===== src/design/fprd_pkg.sv =====
// package: constants and types for the function line router and debounce block
package fprd_pkg;
    localparam int NUM_LINES     = 16;
    localparam int NUM_SRC       = 32;
    localparam int SRC_SEL_W     = 5;
    localparam int NUM_DEST      = 32;
    localparam int DEST_SEL_W    = 5;
    localparam int CNT_W         = 16;

    // filter settings
    localparam int CLK_HZ        = 100_000_000;
    localparam int FAST_FILT_HZ  = 100_000_000;
    localparam int SLOW_FILT_HZ  = 100_000;
    localparam int SLOW_DIV      = CLK_HZ / SLOW_FILT_HZ;
    localparam int FAST_DIV      = CLK_HZ / FAST_FILT_HZ;
    localparam logic [CNT_W-1:0] N_SHORT  = 16'h0009;
    localparam logic [CNT_W-1:0] N_MEDIUM = 16'h0200;
    localparam logic [CNT_W-1:0] N_HIGH   = 16'h0100;

    // export source index whose level is inverted on the pin
    localparam logic [SRC_SEL_W-1:0] SRC_DO_SAMPLE_CLK = 5'h04;

    typedef enum logic [1:0] {
        FPRD_STATIC_IN,
        FPRD_STATIC_OUT,
        FPRD_TIMING_IN,
        FPRD_TIMING_OUT
    } fprd_mode_t;

    typedef enum logic [2:0] {
        FPRD_FILT_NONE,
        FPRD_FILT_SHORT,
        FPRD_FILT_MEDIUM,
        FPRD_FILT_HIGH,
        FPRD_FILT_CUSTOM
    } fprd_filt_t;

    typedef enum logic [1:0] {
        FPRD_PU_HIZ,
        FPRD_PU_DRIVE0,
        FPRD_PU_DRIVE1
    } fprd_pwrup_t;
endpackage


===== src/design/fprd_filt_if.sv =====
// interface: filter setting and timebase strobes passed to a debounce filter
`timescale 1ns/1ps
interface fprd_filt_if;
    import fprd_pkg::*;
    logic             enable;
    logic             tick;
    logic [CNT_W-1:0] runLen;
    modport ctrl (output enable, output tick, output runLen);
    modport filt (input enable, input tick, input runLen);
endinterface


===== src/design/fprd_top.sv =====
// module: function line router, change detection, debounce and power-up states
`timescale 1ns/1ps
// Function
// [RULE1] sixteen function lines, indexed zero to fifteen, each general or timing terminal
// [RULE2] each line is static input, static output, timing input or timing output
// [RULE3] timing inputs route to every counter, sample clock and trigger destination
// [RULE4] routed inputs have selectable polarity and edge or level action
// [RULE5] output lines accept any exportable internal or backplane signal
// [RULE6] output sample clock is inverted, so it is active low on the pin
// [RULE7] level changes fire change detection; values are not captured as data
// [RULE8] enabled filter samples its input on each filter clock edge
// [RULE9] filtered level changes after N consecutive samples at the new level
// [RULE10] short uses 100 MHz with N of 9; medium 100 MHz with 512
// [RULE11] high uses 100 kHz filter clock with N of 256
// [RULE12] custom setting takes user N and user timebase
// [RULE13] every filterable input holds its own independent filter setting
// [RULE14] filters are disabled at power up, inputs pass unfiltered
// [RULE15] filter jitter never exceeds one filter timebase period
// [RULE16] trigger lines forwarded to a function line use the unfiltered version
// [RULE17] on reset every line becomes a high-impedance input with pull-down
// [RULE18] programmable power-up state: hi-z input, drive zero or drive one
// [RULE19] run counter restarts when sample equals filtered level; update at N
// [RULE20] pin inputs pass a two-stage synchroniser before filters or destinations
module fprd_top
    import fprd_pkg::*;
#(
    parameter int LINES = NUM_LINES                                   // [RULE1]
)
(
    input  wire logic                        clk,
    input  wire logic                        rstn,
    input  wire logic                        ce,
    // pins
    input  wire logic [LINES-1:0]            lineIn,
    output logic      [LINES-1:0]            lineOut,
    output logic      [LINES-1:0]            lineOe,
    output logic      [LINES-1:0]            linePullDown,
    // per line configuration
    input  wire fprd_pkg::fprd_mode_t        lineMode [LINES],
    input  wire logic [LINES-1:0]            staticOutVal,
    input  wire logic [fprd_pkg::SRC_SEL_W-1:0] exportSel [LINES],
    input  wire fprd_pkg::fprd_filt_t        filtSetting [LINES],
    input  wire logic [fprd_pkg::CNT_W-1:0]  customN [LINES],
    input  wire logic [fprd_pkg::CNT_W-1:0]  customDiv [LINES],
    input  wire fprd_pkg::fprd_pwrup_t       pwrUpState [LINES],
    input  wire logic                        pwrUpApply,
    input  wire logic [LINES-1:0]            changeDetEn,
    // internal signals offered for export, unfiltered trigger lines among them
    input  wire logic [fprd_pkg::NUM_SRC-1:0] exportSrc,
    // destination routing
    input  wire logic [3:0]                  destLineSel [fprd_pkg::NUM_DEST],
    input  wire logic [fprd_pkg::NUM_DEST-1:0] destInvert,
    input  wire logic [fprd_pkg::NUM_DEST-1:0] destEdge,
    // results
    output logic      [fprd_pkg::NUM_DEST-1:0] destOut,
    output logic      [LINES-1:0]            staticInVal,
    output logic                             changeEvent,
    output logic      [LINES-1:0]            filteredLine
);
    import fprd_pkg::*;

    function automatic logic [CNT_W-1:0] filtRunLen(input fprd_filt_t s,
                                                    input logic [CNT_W-1:0] cn);
        case (s)
            FPRD_FILT_SHORT:  filtRunLen = N_SHORT;                   // [RULE10]
            FPRD_FILT_MEDIUM: filtRunLen = N_MEDIUM;                  // [RULE10]
            FPRD_FILT_HIGH:   filtRunLen = N_HIGH;                    // [RULE11]
            FPRD_FILT_CUSTOM: filtRunLen = (cn == '0) ? CNT_W'(1) : cn; // [RULE12]
            default:          filtRunLen = CNT_W'(1);
        endcase
    endfunction

    function automatic logic isDriven(input fprd_mode_t m);
        isDriven = (m == FPRD_STATIC_OUT) || (m == FPRD_TIMING_OUT);
    endfunction

    logic [LINES-1:0] sync1_q;
    logic [LINES-1:0] sync2_q;
    logic [LINES-1:0] filt;
    logic [LINES-1:0] prevFilt_q;
    logic [CNT_W-1:0] slowCnt_q;
    logic             slowTick;
    logic             pwrUpDone_q;
    logic [NUM_DEST-1:0] destLvl_q;

    // two flops for asynchronous pins; only the second is read beyond this
    always_ff @(posedge clk)
    begin
        if (!rstn)
        begin
            sync1_q <= '0;
            sync2_q <= '0;
        end
        else if (ce)
        begin
            sync1_q <= lineIn;                                        // [RULE20]
            sync2_q <= sync1_q;                                       // [RULE20]
        end
    end

    // shared 100 kHz strobe for the high setting
    always_ff @(posedge clk)
    begin
        if (!rstn)
            slowCnt_q <= '0;
        else if (ce)
            slowCnt_q <= (slowCnt_q == CNT_W'(SLOW_DIV - 1)) ? '0 : slowCnt_q + 1'b1;
    end
    assign slowTick = (slowCnt_q == CNT_W'(SLOW_DIV - 1));

    // one filter per line, each with its own setting; only the custom setting has a per-line timebase
    generate
        for (genvar i = 0; i < LINES; i++)
        begin : gLine
            fprd_filt_if fif ();
            logic [CNT_W-1:0] custCnt_q;
            logic             custTick;

            always_ff @(posedge clk)
            begin
                if (!rstn)
                    custCnt_q <= '0;
                else if (ce)
                    custCnt_q <= (custCnt_q >= customDiv[i]) ? '0 : custCnt_q + 1'b1;
            end
            assign custTick = (custCnt_q >= customDiv[i]);           // [RULE12]

            assign fif.enable = (filtSetting[i] != FPRD_FILT_NONE);   // [RULE13]
            assign fif.runLen = filtRunLen(filtSetting[i], customN[i]);
            assign fif.tick   = (filtSetting[i] == FPRD_FILT_HIGH)   ? slowTick :
                                (filtSetting[i] == FPRD_FILT_CUSTOM) ? custTick :
                                1'b1;                                  // [RULE10]

            fprd_debounce uFilt (
                .clk     (clk),
                .rstn    (rstn),
                .ce      (ce),
                .cfg     (fif.filt),
                .rawIn   (sync2_q[i]),
                .filtOut (filt[i])
            );
        end
    endgenerate

    // power-up state applies once after reset, or again on request
    always_ff @(posedge clk)
    begin
        if (!rstn)
            pwrUpDone_q <= 1'b0;
        else if (ce)
            pwrUpDone_q <= 1'b1;
    end

    // pin drivers: reset leaves every line undriven with its pull-down
    always_ff @(posedge clk)
    begin
        if (!rstn)
        begin
            lineOe       <= '0;                                       // [RULE17]
            lineOut      <= '0;
            linePullDown <= {LINES{1'b1}};                            // [RULE17]
        end
        else if (ce)
        begin
            for (int i = 0; i < LINES; i++)
            begin
                if (!pwrUpDone_q || pwrUpApply)
                begin
                    lineOe[i]       <= (pwrUpState[i] != FPRD_PU_HIZ); // [RULE18]
                    lineOut[i]      <= (pwrUpState[i] == FPRD_PU_DRIVE1);
                    linePullDown[i] <= (pwrUpState[i] == FPRD_PU_HIZ);
                end
                else
                begin
                    lineOe[i]       <= isDriven(lineMode[i]);         // [RULE2]
                    linePullDown[i] <= !isDriven(lineMode[i]);
                    if (lineMode[i] == FPRD_STATIC_OUT)
                        lineOut[i] <= staticOutVal[i];
                    else if (exportSel[i] == SRC_DO_SAMPLE_CLK)
                        lineOut[i] <= !exportSrc[exportSel[i]];       // [RULE6]
                    else
                        lineOut[i] <= exportSrc[exportSel[i]];        // [RULE5] [RULE16]
                end
            end
        end
    end

    // static input readback and change detection on filtered levels
    always_ff @(posedge clk)
    begin
        if (!rstn)
        begin
            staticInVal  <= '0;
            filteredLine <= '0;
            prevFilt_q   <= '0;
            changeEvent  <= 1'b0;
        end
        else if (ce)
        begin
            staticInVal  <= filt;
            filteredLine <= filt;
            prevFilt_q   <= filt;
            // fires only; line values are never latched as timed data
            changeEvent  <= |((filt ^ prevFilt_q) & changeDetEn);     // [RULE7]
        end
    end

    // destination routing with polarity and edge or level action
    always_ff @(posedge clk)
    begin
        if (!rstn)
        begin
            destLvl_q <= '0;
            destOut   <= '0;
        end
        else if (ce)
        begin
            for (int d = 0; d < NUM_DEST; d++)
            begin
                logic lvl;
                lvl          = filt[destLineSel[d]] ^ destInvert[d];  // [RULE4]
                destLvl_q[d] <= lvl;
                if (lineMode[destLineSel[d]] != FPRD_TIMING_IN)
                    destOut[d] <= 1'b0;
                else if (destEdge[d])
                    destOut[d] <= lvl && !destLvl_q[d];               // [RULE3]
                else
                    destOut[d] <= lvl;                                // [RULE3]
            end
        end
    end

    AST_RESET_HIZ: assert property (@(posedge clk)
        !rstn |=> (lineOe == '0) && (linePullDown == {LINES{1'b1}})) // [RULE17]
        else $error("lines not high impedance after reset");
    AST_SYNC_TWO: assert property (@(posedge clk) disable iff (!rstn)
        (ce && $past(ce) && $past(ce, 2) && $past(rstn) && $past(rstn, 2))
        |-> sync2_q == $past(lineIn, 2))                              // [RULE20]
        else $error("synchroniser depth is not two");
    AST_PWRUP_DRIVE: assert property (@(posedge clk) disable iff (!rstn)
        (ce && !pwrUpDone_q && pwrUpState[0] == FPRD_PU_DRIVE1)
        |=> lineOe[0] && lineOut[0])                                  // [RULE18]
        else $error("power-up drive one not applied");
    AST_CHANGE_EVT: assert property (@(posedge clk) disable iff (!rstn)
        (ce && changeDetEn[0] && filt[0] != prevFilt_q[0]) |=> changeEvent) // [RULE7]
        else $error("change on enabled line gave no event");
    AST_DO_CLK_INV: assert property (@(posedge clk) disable iff (!rstn)
        (ce && pwrUpDone_q && !pwrUpApply && lineMode[0] == FPRD_TIMING_OUT
         && exportSel[0] == SRC_DO_SAMPLE_CLK)
        |=> lineOut[0] == !$past(exportSrc[SRC_DO_SAMPLE_CLK]))      // [RULE6]
        else $error("output sample clock not inverted on pin");
    AST_UNFILT_PASS: assert property (@(posedge clk) disable iff (!rstn)
        (filtSetting[0] == FPRD_FILT_NONE) |-> filt[0] == sync2_q[0]) // [RULE14]
        else $error("disabled filter altered the line");
endmodule


===== src/design/fprd_debounce.sv =====
// module: one debouncing filter with run counter
`timescale 1ns/1ps
module fprd_debounce
    import fprd_pkg::*;
(
    input  wire logic  clk,
    input  wire logic  rstn,
    input  wire logic  ce,
    fprd_filt_if.filt  cfg,
    input  wire logic  rawIn,
    output logic       filtOut
);
    logic [CNT_W-1:0] run_q;
    logic             level_q;

    // counts consecutive ticks that disagree with the held level
    always_ff @(posedge clk)
    begin
        if (!rstn)
        begin
            run_q   <= '0;
            level_q <= 1'b0;
        end
        else if (ce && cfg.enable && cfg.tick)                       // [RULE8]
        begin
            if (rawIn == level_q)
                run_q <= '0;                                          // [RULE19]
            else if (run_q + 1'b1 >= cfg.runLen)
            begin
                level_q <= rawIn;                                     // [RULE9] [RULE15]
                run_q   <= '0;
            end
            else
                run_q <= run_q + 1'b1;
        end
        else if (ce && !cfg.enable)
        begin
            level_q <= rawIn;
            run_q   <= '0;
        end
    end

    // disabled filter passes the synchronised input straight on
    assign filtOut = cfg.enable ? level_q : rawIn;                    // [RULE14]

    AST_FILT_HOLD: assert property (@(posedge clk) disable iff (!rstn)
        (ce && cfg.enable && !cfg.tick && $past(cfg.enable)) |=> $stable(level_q)) // [RULE9]
        else $error("filtered level moved without a filter tick");
    AST_FILT_RESTART: assert property (@(posedge clk) disable iff (!rstn)
        (ce && cfg.enable && cfg.tick && rawIn == level_q) |=> run_q == '0) // [RULE19]
        else $error("run counter did not restart on agreeing sample");
endmodule


===== config.mk =====
export PLATFORM = sky130hd
export DESIGN_NAME = fprd_top
export DESIGN_NICKNAME = d
export VERILOG_FILES = /design/src/design/fprd_pkg.sv /design/src/design/fprd_filt_if.sv /design/src/design/fprd_top.sv /design/src/design/fprd_debounce.sv
export SDC_FILE = /design/constraint.sdc
export NUM_CORES = 2
export LEC_CHECK = 0
export BUFFER_PORTS_ARGS = -buffer_cell sky130_fd_sc_hd__buf_2
export CAP_MARGIN = 20
export CORE_AREA = 4 4 428 430
export CTS_BUF_LIST = sky130_fd_sc_hd__clkbuf_4 sky130_fd_sc_hd__clkbuf_8 sky130_fd_sc_hd__clkbuf_16
export CTS_CLUSTER_SIZE = 16
export DETAILED_ROUTE_END_ITERATION = 6
export DIE_AREA = 0 0 432 434
export SYNTH_ARGS = -nofsm -noshare
export SYNTH_HDL_FRONTEND = slang
export SYNTH_SLANG_ARGS = --single-unit

===== constraint.sdc =====
create_clock -name clk -period 3.7 [get_ports clk]
set_input_delay 0.555 -clock clk [delete_from_list [all_inputs] [get_ports clk]]
set_output_delay 0.555 -clock clk [all_outputs]
set_load 0.02 [all_outputs]

==> impl_metrics.ini <==
[sta]
relSlewSlack_pct = 29.63
rsz0062_at_grt = yes
slew_violations = 0
final_hold_viol_count = 0
skew_ps = 46.83
fmax_mhz = 274.4
fin_crit_ps = 3645
fin_crit_sh_pct = 98.51
tightest_slew_ps = 1056
setup_viol_count_final = 0
setup_tns_ps = 0

[cells_and_area]
finalNonFillerCells = 10720
fin_area_sq_mm = 0.07434
finish.utilization_pct = 41.36
final_nets = 9701
syn2layout_area_growth_pct = 24.16
drive_gt1_share_pct = 27.85

[global_routing]
grt_usage_pct = 25.07
gr-total-overflow = 0
antenna_found_initial = 133
grt_pass1_vias = 58660
grt_max_degree = 82
grt_pass1_wl_um = 360100

[placed_design]
port_buffers = 1092
dp_hpwl_um = 192100
dpl_cell_area_sq_mm = 0.06943
place.gp.congestion = 0.9550
place_inst = 10410

[logic_synthesis]
synthTopCellsByCount = nand2_1, dfxtp_1, nor2_1
synthArstFlopShare_pct = 0
ys_seq_elements = 706
ys_warn_count = 0
netlist_area_sq_mm = 0.05988
synth_nets = 8624
yosysSeqAreaShare_pct = 23.60
syn_avg_cell_area_sq_um = 8.434
synth_area_leaders = dfxtp_1, mux4_2, ha_1
synth_edf_count = 0
ys_types = 84
synth_top_flop_cell = dfxtp_1
netlist.area_leader.share_pct = 23.60
synth_area_leader_cell = dfxtp_1
synth_most_common_cell = nand2_1
syn_inst = 7099

[floorplan]
initial_utilization_pct = 33.31
dieArea_sq_mm = 0.1875
die_h_um = 434
fp.coreArea_sq_mm = 0.1798
die_w_um = 432
io_pins = 1093
row_count = 156

[clock_tree]
htree_levels = 3
clock_latency_ps = 740
root_buffer = clkbuf_16
cts_buffer_depth = 3
cts_tree = built
cts_buffers = 91
clkSlewWorstSetupHoldPaths_ps = 60
clock_sinks = 706

[power]
peakVddDrop_mv = 0.3252
p_per_area_mw_per_mm2 = 293.8
total_power_mw = 21.84
p_leak_nw = 33.42

[min_path]
hold_path_class = input pin to flip-flop
hp-start = lineIn[8]

[drt]
drc_errors = 0
drt_iter0_drc = 4805
routed_wl_um = 248700
ant_nets = 0
avgViaCountPerCell = 5.648
vias = 60540
drt_pass1_iterations = 7
wire_per_inst_um = 23.20

[flow_run]
cap_violations = 0

[setup_path]
crit_family = simple AND/OR/NAND/NOR gates
cp_cell_sequence = ha_4, and3_4, and3_4, and3_4, and3_4, nand3_4, xnor2_2, ha_2, a21o_1, a21o_1, a221oi_2, o21ai_1, or4_4, nor2_4, buf_6, buf_6, a22o_1
cp_slowest_stage_delay_ps = 590
path_common_cell = and3_4
crit_buf_inv = 2
startpoint = gLine[7].uFilt.run_q[0]
rr_startpoint = gLine[7].uFilt.run_q[0]
critPathMaxFanout = 7
start_kind = flip-flop
end_kind = flip-flop
critPathKind = flip-flop to flip-flop
arrival_ps = 4300
slowest_stage = or4_4
required_ps = 4360

[status]
outcome = complete, no violations
-- worst register-to-register path, cell delays in order, from the launching register on --
cell and delay, ps:
dfxtp_4 390, ha_4 140, and3_4 180, and3_4 170, and3_4 180, and3_4 240
nand3_4 90, xnor2_2 170, ha_2 170, a21o_1 170, a21o_1 170, a221oi_2 250
o21ai_1 130, or4_4 590, nor2_4 160, buf_6 150, buf_6 110, a22o_1 130
-- area by class of cell --
| cell class | instances | area, sq um |
|---|---|---|
| Antenna cell | 100 | 250.2 |
| Clock buffer | 129 | 2705 |
| Clock inverter | 36 | 506.7 |
| Fill cell | 17970 | 105400 |
| Inverter | 374 | 1414 |
| Multi-Input combinational cell | 5578 | 44000 |
| Sequential cell | 706 | 14210 |
| Tap cell | 2370 | 2965 |
| Timing Repair Buffer | 1425 | 8294 |
-- placed cells by master (no fill, tap or decap), types with 80 or more instances in the layout --
| cell type | instances |
|---|---|
| nor2_1 | 638 |
| inv_1 | 367 |
| and3_1 | 134 |
| a22o_1 | 97 |
| o21ai_0 | 260 |
| buf_4 | 298 |
| xnor2_1 | 160 |
| a21o_1 | 156 |
| nand2_1 | 765 |
| a21oi_1 | 321 |
| mux4_2 | 318 |
| dfxtp_1 | 666 |
| nor4_1 | 102 |
| a211oi_1 | 80 |
| diode_2 | 100 |
| xor2_1 | 304 |
| nand4_1 | 129 |
| ha_1 | 530 |
| nand2b_1 | 105 |
| clkbuf_16 | 93 |
| buf_2 | 1091 |
| nand3_1 | 170 |
-- routing by layer --
layer,vias to the layer above,routed length [um],GRT usage [%]
met5,-,287,0
met4,42,17730,16.72
met3,715,18530,5.414
met2,2625,119800,42.76
met1,28760,92290,28.16
li1,28390,-,-
-- logic make-up after synthesis --
| logic type | synth area share [%] |
|---|---|
| xor gates and xnor gates | 7.080 |
| adders and majority gates | 11.39 |
| AOI/OAI and AO/OA | 17.88 |
| DFF | 23.60 |
| and+or+nand+nor | 20.48 |
| muxes | 14.24 |
| buffers and inverters | 5.322 |
-- repair_timing --
item | in CTS | in global routing
pin swaps | 11 | 99
buffers inserted | 6 | 25
gates resized for setup | 27 | 252
endpoints found under the hold margin | 1 | 0
hold buffers | 1 | 0
cloned | 2 | 4
endpoints found under the setup margin | 113 | 238
-- stage by stage --
| stage | hold WS (ps) | setup WS, ps |
|---|---|---|
| after global routing | 47.05 | -140.1 |
| after global placement | 430.3 | -288.5 |
| after floorplan | 424.9 | 6.678 |
| after detailed placement | 438.8 | -261.2 |
| final | 87.62 | 55.19 |
| after CTS | 15.27 | 0.2962 |
-- power breakdown --
| group | switching, mW | internal, mW |
|---|---|---|
| registers | 0.153 | 7.75 |
| clock network | 3.84 | 5.75 |
| logic | 2.48 | 1.87 |
| total | 6.48 | 15.4 |
-- state kept, by name, summed over array words and instances (netlist names) --
| name | count |
|---|---|
| pwrUpDone_q | 1 |
| destLvl_q | 32 |
| prevFilt_q | 16 |
| changeEvent | 1 |
| lineOe | 16 |
| sync1_q | 16 |
| gLine.uFilt.level_q | 16 |
| linePullDown | 16 |
| gLine.custCnt_q | 256 |
| gLine.uFilt.run_q | 256 |
| sync2_q | 16 |
| slowCnt_q | 16 |
| lineOut | 16 |
| destOut | 32 |
-- worst paths after layout --
kind	end	slack, ps	cells past startpoint
worst max-delay path	gLine[7].uFilt.run_q[12]	60	17
worst min-delay path	sync1_q[8]	90	3
worst max register to register	gLine[7].uFilt.run_q[12]	60	17
worst min register to register	destOut[15]	450	2
(Power assumes the default switching activity.)
